<file path="src/bcp_pkg.sv">
// Constants shared by the bias channel power and trigger register bank
// Function
// - Status bits 15:8 show each channel's effective switch drive enable.
// - Status bits 7:0 show each channel's power state.
// - Power enable bit 8 is the read-write amplifier-on enable.
// - Alarm turning amplifier output off leaves its enable bit at one.
// - Power enable bits 7:0 enable channels; reset 0200h, bit 9 reads one.
// - Trigger bit 2 clears alarm latches, self-clears; zero does nothing.
// - Alarm still present at clear sets its latch again at once.
// - Trigger bit 1 copies buffered codes to active codes; self-clears.
// - Trigger bit 0 starts conversions; direct mode clears when all done.
// - Auto mode keeps start bit set; host writes zero to stop.
// - Reading pin data bit 0 returns the sampled multifunction pin level.
// - Pin data zero drives low; one drives high or releases; reset 0001h.
// - Software enable bits 7:0 give channels software switch control; reset 00FFh.
// - Software drive value acts only under software control; zero ties low.
// - Switched outputs at zero go to supply or neighbour per clamp select.
// - Broadcast code write loads buffer and active codes of enabled channels.
// - Config bit 1 forces converter results to the stored bypass value.
// - Config bit 0 bypasses all alarm states and alarm status bits.
package bcp_pkg;

  localparam int NUM_CH     = 8;
  localparam int ADDR_W     = 7;
  localparam int DATA_W     = 16;
  localparam int CODE_W     = 13;
  localparam int NUM_ALARMS = 8;

  // Register offsets
  localparam logic [ADDR_W-1:0] OFF_CHANNEL_POWER_STATUS = 7'h07;
  localparam logic [ADDR_W-1:0] OFF_POWER_ENABLE         = 7'h08;
  localparam logic [ADDR_W-1:0] OFF_TRIGGER_STROBES      = 7'h10;
  localparam logic [ADDR_W-1:0] OFF_GENERAL_PIN_DATA     = 7'h11;
  localparam logic [ADDR_W-1:0] OFF_SWITCH_SW_ENABLE     = 7'h12;
  localparam logic [ADDR_W-1:0] OFF_SWITCH_SW_VALUE      = 7'h13;
  localparam logic [ADDR_W-1:0] OFF_BROADCAST_CODE       = 7'h14;
  localparam logic [ADDR_W-1:0] OFF_GLOBAL_BYPASS_CONFIG = 7'h17;

  // Field positions
  localparam int POS_AMP_ON_ENABLE   = 8;
  localparam int POS_DRIVE_STATUS    = 8;
  localparam int POS_ALARM_CLEAR     = 2;
  localparam int POS_CODE_LOAD       = 1;
  localparam int POS_CONV_START      = 0;
  localparam int POS_RESULT_BYPASS   = 1;
  localparam int POS_ALARM_BYPASS    = 0;

  // Reset values and read-only fixed patterns
  localparam logic [DATA_W-1:0] RST_POWER_ENABLE    = 16'h0200;
  localparam logic [DATA_W-1:0] FIXED_POWER_ENABLE  = 16'h0200;
  localparam logic [DATA_W-1:0] RST_PIN_DATA        = 16'h0001;
  localparam logic [DATA_W-1:0] RST_SW_ENABLE       = 16'h00ff;
  localparam logic [DATA_W-1:0] RST_SW_VALUE        = 16'h0000;
  localparam logic [DATA_W-1:0] RST_GLOBAL_CONFIG   = 16'h0000;
  localparam logic [DATA_W-1:0] RST_READ_DATA       = 16'h0000;

  // Synchroniser depth for pin inputs
  localparam int SYNC_STAGES = 2;

endpackage : bcp_pkg

</file>
<file path="src/bcp_sync_if.sv">
// Bundle carrying raw pin levels into the synchroniser and clean levels out
`timescale 1ns/1ns
interface bcp_sync_if #(
  parameter int WIDTH = 1
);
  logic [WIDTH-1:0] raw_level;
  logic [WIDTH-1:0] clean_level;

  modport sink (input raw_level, output clean_level);
  modport source (output raw_level, input clean_level);
endinterface : bcp_sync_if

</file>
<file path="src/bcp_pin_sync.sv">
// Two-stage synchroniser for asynchronous pin levels
`timescale 1ns/1ns
module bcp_pin_sync
  import bcp_pkg::*;
#(
  parameter int WIDTH = 1
) (
  input  wire logic  sys_clk,
  input  wire logic  srst,
  bcp_sync_if.sink   pins
);

  logic [WIDTH-1:0] meta_reg;
  logic [WIDTH-1:0] clean_reg;

  // First stage feeds only the second; nothing else samples it
  always_ff @(posedge sys_clk) begin
    if (srst) begin
      meta_reg  <= '0;
      clean_reg <= '0;
    end else begin
      meta_reg  <= pins.raw_level;
      clean_reg <= meta_reg;
    end
  end

  assign pins.clean_level = clean_reg;

endmodule : bcp_pin_sync

</file>
<file path="src/bcp_regs.sv">
// Global-page power, switch and trigger register bank for eight bias channels
`timescale 1ns/1ns
module bcp_regs
  import bcp_pkg::*;
(
  input  wire logic                  sys_clk,
  input  wire logic                  srst,
  input  wire logic [ADDR_W-1:0]     reg_addr,
  input  wire logic [DATA_W-1:0]     reg_wdata,
  input  wire logic                  reg_wr,
  input  wire logic                  reg_rd,
  output logic      [DATA_W-1:0]     reg_rdata,
  output logic                       reg_rvalid,
  input  wire logic [NUM_CH-1:0]     drive_pin_async,
  input  wire logic                  multipin_in,
  input  wire logic                  multipin_open_drain,
  output logic                       multipin_out,
  output logic                       multipin_oe_n,
  input  wire logic                  amp_alarm_off,
  output logic                       amplifier_on_output,
  output logic                       amplifier_on_status,
  input  wire logic [NUM_ALARMS-1:0] alarm_condition,
  output logic [NUM_ALARMS-1:0]      alarm_latched,
  output logic                       alarm_latch_clear,
  output logic                       code_load_strobe,
  input  wire logic [NUM_CH-1:0]     broadcast_enable,
  output logic [NUM_CH-1:0]          broadcast_load,
  output logic [CODE_W-1:0]          broadcast_data,
  input  wire logic                  conv_auto_mode,
  input  wire logic                  conv_all_done,
  output logic                       conversion_start,
  output logic                       result_bypass_enable,
  output logic                       alarm_bypass_enable,
  output logic [NUM_CH-1:0]          channel_power_on,
  output logic [NUM_CH-1:0]          switch_drive_enable,
  input  wire logic [3:0]            switched_clamp_select,
  output logic [3:0]                 switched_to_neighbour
);

  // Software-visible state
  logic [NUM_CH-1:0]     power_enable_reg;
  logic [NUM_CH-1:0]     power_enable_next;
  logic                  amp_en_reg;
  logic                  amp_en_next;
  logic                  pin_data_reg;
  logic                  pin_data_next;
  logic [NUM_CH-1:0]     sw_en_reg;
  logic [NUM_CH-1:0]     sw_en_next;
  logic [NUM_CH-1:0]     sw_val_reg;
  logic [NUM_CH-1:0]     sw_val_next;
  logic [1:0]            gcfg_reg;
  logic [1:0]            gcfg_next;
  logic                  conv_reg;
  logic                  conv_next;
  logic [NUM_ALARMS-1:0] alarm_reg;
  logic [NUM_ALARMS-1:0] alarm_next;

  // Synchronised pin levels
  logic [NUM_CH-1:0] drive_pin_sync;
  logic              multipin_sync;

  bcp_sync_if #(.WIDTH(NUM_CH + 1)) pin_bus ();

  assign pin_bus.raw_level = {multipin_in, drive_pin_async};
  assign drive_pin_sync    = pin_bus.clean_level[NUM_CH-1:0];
  assign multipin_sync     = pin_bus.clean_level[NUM_CH];

  bcp_pin_sync #(.WIDTH(NUM_CH + 1)) u_pin_sync (
    .sys_clk (sys_clk),
    .srst    (srst),
    .pins    (pin_bus)
  );

  // Address decode
  wire wr_pwr   = reg_wr && (reg_addr == OFF_POWER_ENABLE);
  wire wr_trig  = reg_wr && (reg_addr == OFF_TRIGGER_STROBES);
  wire wr_pin   = reg_wr && (reg_addr == OFF_GENERAL_PIN_DATA);
  wire wr_swen  = reg_wr && (reg_addr == OFF_SWITCH_SW_ENABLE);
  wire wr_swval = reg_wr && (reg_addr == OFF_SWITCH_SW_VALUE);
  wire wr_bcast = reg_wr && (reg_addr == OFF_BROADCAST_CODE);
  wire wr_gcfg  = reg_wr && (reg_addr == OFF_GLOBAL_BYPASS_CONFIG);

  // Trigger bits 2 and 1 acted on only when written as one; bit 0 also acts on zero
  // clear on one
  wire clr_hit   = wr_trig && reg_wdata[POS_ALARM_CLEAR];
  wire load_hit  = wr_trig && reg_wdata[POS_CODE_LOAD];
  wire conv_wr1  = wr_trig && reg_wdata[POS_CONV_START];
  wire conv_wr0  = wr_trig && !reg_wdata[POS_CONV_START];

  // Next values of writable fields; reserved bits are never stored
  // reserved bits dropped
  assign power_enable_next   = wr_pwr ? reg_wdata[NUM_CH-1:0] : power_enable_reg;
  assign amp_en_next   = wr_pwr ? reg_wdata[POS_AMP_ON_ENABLE] : amp_en_reg;
  assign pin_data_next = wr_pin ? reg_wdata[0] : pin_data_reg;
  assign sw_en_next    = wr_swen ? reg_wdata[NUM_CH-1:0] : sw_en_reg;
  assign sw_val_next   = wr_swval ? reg_wdata[NUM_CH-1:0] : sw_val_reg;
  assign gcfg_next     = wr_gcfg ? reg_wdata[1:0] : gcfg_reg;

  // Conversion start: set by host, cleared by host or by direct-mode finish
  // direct mode self-clear
  wire conv_done_clr = conv_all_done && !conv_auto_mode;
  // auto mode holds until host zero
  assign conv_next = conv_wr1 ? 1'b1
                   : (conv_wr0 || conv_done_clr) ? 1'b0
                   : conv_reg;

  // Alarm latches; bypass hides every condition
  // bypass masks alarms
  wire [NUM_ALARMS-1:0] alarm_live =
    gcfg_reg[POS_ALARM_BYPASS] ? '0 : alarm_condition;
  assign alarm_next = gcfg_reg[POS_ALARM_BYPASS] ? '0
                    : clr_hit ? alarm_live
                    : (alarm_reg | alarm_live);

  // Effective drive: software value or the external switch pin
  // software value under control
  wire [NUM_CH-1:0] drive_eff =
    (sw_en_reg & sw_val_reg) | (~sw_en_reg & drive_pin_sync);

  // Switched outputs are channels 0 and 2 of each group
  wire [3:0] switched_drive = {drive_eff[6], drive_eff[4],
                               drive_eff[2], drive_eff[0]};
  wire [3:0] neighbour_next = ~switched_drive & switched_clamp_select;

  // Open-drain releases the pin for a one; push-pull drives it
  // pin drive mode
  wire pin_out_next  = multipin_open_drain ? 1'b0 : pin_data_reg;
  wire pin_oe_n_next = multipin_open_drain ? pin_data_reg : 1'b0;

  wire amp_on_next = amp_en_reg && !amp_alarm_off;

  // Read data selection
  // drive status high byte
  wire [DATA_W-1:0] rd_status = {drive_eff, power_enable_reg};
  wire [DATA_W-1:0] rd_pwr =
    FIXED_POWER_ENABLE | {7'h00, amp_en_reg, power_enable_reg};
  wire [DATA_W-1:0] rd_trig = {15'h0000, conv_reg};
  wire [DATA_W-1:0] rd_pin  = {15'h0000, multipin_sync};
  wire [DATA_W-1:0] rd_swen  = {8'h00, sw_en_reg};
  wire [DATA_W-1:0] rd_swval = {8'h00, sw_val_reg};
  wire [DATA_W-1:0] rd_gcfg  = {14'h0000, gcfg_reg};

  logic [DATA_W-1:0] rd_mux;

  // Unmapped and write-only offsets read as zero
  always_comb begin
    case (reg_addr)
      OFF_CHANNEL_POWER_STATUS: rd_mux = rd_status;
      OFF_POWER_ENABLE:         rd_mux = rd_pwr;
      OFF_TRIGGER_STROBES:      rd_mux = rd_trig;
      OFF_GENERAL_PIN_DATA:     rd_mux = rd_pin;
      OFF_SWITCH_SW_ENABLE:     rd_mux = rd_swen;
      OFF_SWITCH_SW_VALUE:      rd_mux = rd_swval;
      OFF_GLOBAL_BYPASS_CONFIG: rd_mux = rd_gcfg;
      default:                  rd_mux = RST_READ_DATA;
    endcase
  end

  // Configuration and control registers
  // channel enables and reset
  always_ff @(posedge sys_clk) begin
    if (srst) begin
      power_enable_reg   <= RST_POWER_ENABLE[NUM_CH-1:0];
      amp_en_reg   <= RST_POWER_ENABLE[POS_AMP_ON_ENABLE];
      pin_data_reg <= RST_PIN_DATA[0];
      sw_en_reg    <= RST_SW_ENABLE[NUM_CH-1:0];
      sw_val_reg   <= RST_SW_VALUE[NUM_CH-1:0];
      gcfg_reg     <= RST_GLOBAL_CONFIG[1:0];
    end else begin
      power_enable_reg   <= power_enable_next;
      amp_en_reg   <= amp_en_next;
      pin_data_reg <= pin_data_next;
      sw_en_reg    <= sw_en_next;
      sw_val_reg   <= sw_val_next;
      gcfg_reg     <= gcfg_next;
    end
  end

  // Conversion state and alarm latches
  // start bit register
  always_ff @(posedge sys_clk) begin
    if (srst) begin
      conv_reg  <= 1'b0;
      alarm_reg <= '0;
    end else begin
      conv_reg  <= conv_next;
      alarm_reg <= alarm_next;
    end
  end

  // One-cycle strobes; trigger bits 2 and 1 never hold their written ones
  // load strobe pulse
  always_ff @(posedge sys_clk) begin
    if (srst) begin
      alarm_latch_clear <= 1'b0;
      code_load_strobe  <= 1'b0;
      broadcast_load    <= '0;
      broadcast_data    <= '0;
    end else begin
      alarm_latch_clear <= clr_hit;
      code_load_strobe  <= load_hit;
      broadcast_load    <= wr_bcast ? broadcast_enable : '0;
      if (wr_bcast) begin
        broadcast_data <= reg_wdata[CODE_W-1:0];
      end
    end
  end

  // Registered drive outputs toward the analog switches and pins
  // result bypass output
  always_ff @(posedge sys_clk) begin
    if (srst) begin
      channel_power_on      <= '0;
      switch_drive_enable   <= '0;
      switched_to_neighbour <= '0;
      multipin_out          <= 1'b0;
      multipin_oe_n         <= 1'b1;
      amplifier_on_output   <= 1'b0;
      amplifier_on_status   <= 1'b0;
      result_bypass_enable  <= 1'b0;
      alarm_bypass_enable   <= 1'b0;
      conversion_start      <= 1'b0;
      alarm_latched         <= '0;
    end else begin
      channel_power_on      <= power_enable_reg;
      switch_drive_enable   <= drive_eff;
      switched_to_neighbour <= neighbour_next;
      multipin_out          <= pin_out_next;
      multipin_oe_n         <= pin_oe_n_next;
      amplifier_on_output   <= amp_on_next;
      amplifier_on_status   <= amp_on_next;
      result_bypass_enable  <= gcfg_reg[POS_RESULT_BYPASS];
      alarm_bypass_enable   <= gcfg_reg[POS_ALARM_BYPASS];
      conversion_start      <= conv_reg;
      alarm_latched         <= alarm_reg;
    end
  end

  // Read answer one cycle after the request
  always_ff @(posedge sys_clk) begin
    if (srst) begin
      reg_rdata  <= RST_READ_DATA;
      reg_rvalid <= 1'b0;
    end else begin
      reg_rvalid <= reg_rd;
      if (reg_rd) begin
        reg_rdata <= rd_mux;
      end
    end
  end

endmodule : bcp_regs

</file>
<file path="config.mk">
export PLATFORM = sky130hd
export DESIGN_NAME = bcp_regs
export DESIGN_NICKNAME = d
export VERILOG_FILES = /design/src/bcp_pkg.sv /design/src/bcp_sync_if.sv /design/src/bcp_pin_sync.sv /design/src/bcp_regs.sv
export SDC_FILE = /design/constraint.sdc
export NUM_CORES = 1
export LEC_CHECK = 0
export BUFFER_PORTS_ARGS = -buffer_cell sky130_fd_sc_hd__clkbuf_2
export CAP_MARGIN = 20
export CELL_PAD_IN_SITES_DETAIL_PLACEMENT = 1
export CELL_PAD_IN_SITES_GLOBAL_PLACEMENT = 1
export CORE_ASPECT_RATIO = 0.75
export CORE_MARGIN = 2
export CORE_UTILIZATION = 25
export DETAILED_ROUTE_END_ITERATION = 6
export HOLD_SLACK_MARGIN = 0.08
export PLACE_DENSITY_LB_ADDON = 0.15
export SLEW_MARGIN = 20
export SYNTH_ARGS = -nofsm -noshare
export SYNTH_HDL_FRONTEND = slang
export SYNTH_SLANG_ARGS = --single-unit
</file>
<file path="constraint.sdc">
create_clock -name sys_clk -period 1.8 [get_ports sys_clk]
set_input_delay 0 -clock sys_clk [delete_from_list [all_inputs] [get_ports sys_clk]]
set_output_delay 0 -clock sys_clk [all_outputs]
set_load 0.02 [all_outputs]
</file>
Word-level counts from Yosys, hierarchy flattened. Index checks and enable logic that the tools add are counted.

Eq/ne operators: 8. Muxes and demuxes: 6. Bitwise logic cells: 8. Reduce and logical (&&, ||, !) cells: 21.

Operators by type and width (count): one-hot mux 16 bit (7 select lines) (1); == test 7 x 5 -> 1 bit, second input constant (6); AND 8 bit (2); 2-to-1 mux 8 bit (2); bitwise OR 8 bit (2); logical AND 1 bit (13); NOT 8 bit (1); == test 7 x 3 -> 1 bit, second input constant (1); == test 7 x 4 -> 1 bit, second input constant (1); OR reduction 2 bit (3); AND 4 bit (1); NOT 4 bit (1); zero test 1 bit (3); 2-to-1 mux 1 bit (3); nonzero test 2 bit (1); logical OR 1 bit (1); NOT 1 bit (1).

Flip-flop bits (word level): 129. Input bits: 60. Output and inout port bits: 75. Word-level logic and storage cells: 69.

Depth between registers and ports, before layout.
Depth in word-level cells: 6. Gate-level depth with buffers: 6. Depth with buffers taken out: 4.

Modules after synthesis. A second synthesis with hierarchy kept.

Cell total of the unflattened synthesis: 415. Area total of the unflattened synthesis: 4441.8 um^2.

Modules (own cells, without submodules): bcp_regs (instances 1, cells each 378, area each 3952.5 um^2, sequential area each 2222.1 um^2); bcp_pin_sync (instances 1, cells each 37, area each 489.2 um^2, sequential area each 360.3 um^2).

Worst setup path after synthesis. No wires, ideal clock.

Path type: in2reg. Start: in reg_addr[0]. End: reg reg_rdata[7]. Setup time: 0.060 ns. Data arrival time: 1.151 ns. Data required time: 1.740 ns. Path slack: 0.589 ns. Stages on the path: 5. Path buffers: 1. Cells stage by stage: buf_6 > or4b_4 > a21boi_4 > o2bb2ai_1 > a22o_1.

Word-level cells in the longest chain between the ends: 2. Elaborated cells between the ends (all ways): 8. Those cells by class: eq/ne: 7; mux: 1.

RTL lines: from (decl) (line bcp_regs.sv:8) `input wire logic [ADDR_W-1:0] reg_addr,`; == test 7 x 5 -> 1 bit, or another cell as far along (line bcp_regs.sv:147) `case (reg_addr)`; one-hot mux 16 bit (7 select lines) * (line bcp_regs.sv:147); to (signal assigned) (line bcp_regs.sv:247) `reg_rdata <= rd_mux;`; to (decl) (line bcp_regs.sv:12) `output logic [DATA_W-1:0] reg_rdata,`.

Mark *: on every way between the ends. The rest lies on a longest branch, timed or not. A chain may end at the register's enable or synchronous reset.

Worst setup path in the final report.
Start: in reg_addr[6]. End: reg reg_rdata[9].

The elaborated chain is that of the path after synthesis.

==> results.yml <==
final_layout:
  top_flop_regs: "reg_rdata: 16 flops, broadcast_data: 13 flops"
  register_area_um2: 2580
  final_layout_size_suffix_gt1_share_pct: 31.1
  antenna_cell_count: 0
  synthToLayoutAreaGrowth_pct: 48.8
  nNetsFinal: 658
  fillCellCount: 2000
  multiInputGateArea_um2: 1770
  layout_commonest_cell: "sky130_fd_sc_hd__clkbuf_2"
  stdcell_area_um2: 6630
  largest_register_ff_count: 16
  top_register: "reg_rdata"
  layout.cells.most_common_list: "130 x sky130_fd_sc_hd__clkbuf_2, 129 x sky130_fd_sc_hd__dfxtp_1, 55 x sky130_fd_sc_hd__dlygate4sd3_1, 51 x sky130_fd_sc_hd__nor2_1, 46 x sky130_fd_sc_hd__mux2i_1"
cts:
  cts_post_setup_buffers_inserted: 0
  cts_root_buffer: "sky130_fd_sc_hd__clkbuf_16"
  cts.htree.levels: 4
  cts.sinks: 129
  cts_bufs_inserted: 17
  insertion_delay_ns: 0.42
  cts_tree: "built"
  clk_pin_slew_worst_paths_ns: 0.06
  buffer_levels_on_the_longest_clock_path: 2
setup_path:
  worst-r2r-setup-slack_ns: 0.14
  crit_path_start_kind: "input pin"
  worst_r2r_path_depth: 5
  critical_path_arrival_ns: 2.02
  crit_path_kind: "in2reg"
  cp_max_fo: 5
  setup.worst_path.end_class: "register"
  r2r-end: "reg_rdata[8]"
  critical_path.reg2reg.startpoint: "sw_en_reg[0]"
  timing.critical_path.required_ns: 2.14
run_status:
  status: "completed"
floorplan:
  dieHeight_um: 120
  design.core.area_um2: 17600
  starting_density_pct: 25.4
  boundaryPins: 135
  die_x_um: 158
  floorplan.rows: 42
  die-area_um2: 18900
detailed_routing:
  vias_per_cell: 4.25
  route.detailed.drc: 0
  iter_0_drt_violations: 116
  finalWirelength_mm: 13.0
  dr.pass1.iters: 4
  via_count: 3628
  antenna_left: 0
  detail_route.wl_per_cell_um: 15.3
yosys:
  synth.top_cell.area_share_pct: 58.0
  yosys_warn_count: 0
  postSynthRegisterBits: 129
  post_synth.cell_area_avg_um2: 11.1
  yosys-top-cells-area: "sky130_fd_sc_hd__dfxtp_1 58%, sky130_fd_sc_hd__mux2i_1 11%, sky130_fd_sc_hd__nor2b_1 5.3%"
  synth-edff-count: 0
  synth_area_leader_cell: "sky130_fd_sc_hd__dfxtp_1"
  dominant_register_cell_in_the_synthesized_netlist: "sky130_fd_sc_hd__dfxtp_1"
  yosys.cell_types.count: 43
  syn_nets: 463
  synthesis.area_um2: 4450
  synthCells: 403
  async_flop_share_pct: 0
  synth_seq_area_share_pct: 58.0
grt:
  globalRouteOverflowTotal: 0
  globalRouteTotalUtil_pct: 14.3
  largest_net_degree_at_the_start_of_global_routing: 50
  number_of_antenna_violations_at_the_first_check_in_global_routing: 0
  grt_first_pass_wirelength_mm: 20.2
  first_global_vias: 3783
timing:
  timing.final.crit_period_ns: 1.68
  grt_setup_unrepaired: "true"
  final_cycle_utilization_of_the_critical_path_pct: 93.3
  clock_skew_ns: 0.00585
  timing.final.max_slew_violations: 0
  hold_viol: 0
  holdWs_ns: 0.119
  setup_ws_final_ns: 0.120
  fmax_mhz: 595
  setup_viol_count_final: 0
  max-slew-margin-rel_pct: 57.0
  worst_slew_pin_slew_ns: 0.642
worst_hold_path:
  hold_class: "in2reg"
  hold-path-endpoint: "gcfg_reg[0]"
  worstHoldStart: "reg_wr"
  hold_path_cells: 5
placed_design:
  postPlaceCellArea_um2: 5420
  hpwlAfterDp_mm: 9.13
  gp_congestion: 0.748
  place.port_buffers: 131
  place_worst_setup_slack_ns: 0.0798
power:
  pwr_per_cell_area_nw_per_um2: 1060
  ir_drop_mv: 0.595
  total_leakage_power_nw: 3.17
run:
  cap_violations: 0
-- through the flow --
stage	TNS [ns]	cells	total power [mW]	util (%)
6_report	0	853	7.05	37.8
5_1_grt	-0.00453	853	7.34	37.8
4_1_cts	0	853	7.16	37.7
3_5_place_dp	0	766	3.32	30.9
3_3_place_gp	0	766	3.32	30.9
2_1_floorplan	0	403	3.16	-
-- cells in the mapped netlist (3+ instances only) --
cell	instances
sky130_fd_sc_hd__a211o_1	3
sky130_fd_sc_hd__a21oi_1	5
sky130_fd_sc_hd__a22o_1	15
sky130_fd_sc_hd__a22oi_1	6
sky130_fd_sc_hd__and2_1	14
sky130_fd_sc_hd__buf_2	5
sky130_fd_sc_hd__clkbuf_1	11
sky130_fd_sc_hd__dfxtp_1	129
sky130_fd_sc_hd__inv_1	5
sky130_fd_sc_hd__mux2_2	6
sky130_fd_sc_hd__mux2i_1	47
sky130_fd_sc_hd__nand2_1	9
sky130_fd_sc_hd__nand2b_1	3
sky130_fd_sc_hd__nand3_1	7
sky130_fd_sc_hd__nor2_1	51
sky130_fd_sc_hd__nor2b_1	38
sky130_fd_sc_hd__nor3_1	4
sky130_fd_sc_hd__nor3b_1	5
sky130_fd_sc_hd__o21ai_0	4
sky130_fd_sc_hd__o2bb2ai_1	7
-- worst max path at each step --
stage,startpoint,to,slack (ns),depth (start not counted)
3_3_place_gp,reg_addr[5],sw_val_reg[1],0.19,6
3_5_place_dp,reg_addr[5],broadcast_load[6],0.08,5
5_1_grt,reg_addr[6],reg_rdata[9],-0.005,6
2_1_floorplan,reg_addr[0],reg_rdata[7],0.59,5
4_1_cts,reg_addr[5],broadcast_data[10],0.05,7
6_report,reg_addr[6],reg_rdata[9],0.12,6
-- metal layers --
| metal | vias up | share of wire, % | GRT usage [%] |
|---|---|---|---|
| met5 | - | 0 | 0 |
| met4 | 0 | 1.3 | 4.11 |
| met3 | 12 | 4.4 | 5.16 |
| met2 | 79 | 48 | 23.6 |
| met1 | 1759 | 47 | 17.6 |
| li1 | 1778 | - | - |
-- what timing repair did --
item / in CTS / in global routing
hold buffers: 55 / 0
hold endpoints to repair: 88 / 0
endpoints found under the setup margin: 0 / 3
resized for setup: 0 / 3
-- report_power, final --
group | internal [mW] | total (mW) | switching, mW
Combinational | 0.203 | 0.413 | 0.209
Sequential | 2.92 | 2.93 | 0.0188
Clock | 2.39 | 3.70 | 1.31
-- cells by family (layout without fill, tap and decap cells) --
kind of cell / Yosys count / count (layout) / synth area share, %
AOI/OAI and AO/OA: 48 / 48 / 8.99
buffers and inverters: 27 / 235 / 2.78
DFF: 129 / 129 / 58.0
muxes: 53 / 53 / 12.1
and+or+nand+nor: 146 / 146 / 18.2
-- final cells by class --
cell class | instances | share of cell area [%]
sequential | 129 | 39.0
multi-input combinational | 247 | 26.7
timing repair buffer | 197 | 19.9
clock buffer | 19 | 6.83
tap | 242 | 4.57
clock inverter | 13 | 2.78
inverter | 6 | 0.340
-- worst max-delay path, cell delays in order --
cell	delay (ns)
sky130_fd_sc_hd__clkbuf_2	0.13
sky130_fd_sc_hd__dlygate4sd3_1	0.59
sky130_fd_sc_hd__nor3_1	0.42
sky130_fd_sc_hd__dlygate4sd3_1	0.64
sky130_fd_sc_hd__nand3_1	0.08
sky130_fd_sc_hd__a21oi_1	0.16
(Power assumes the default switching activity.)
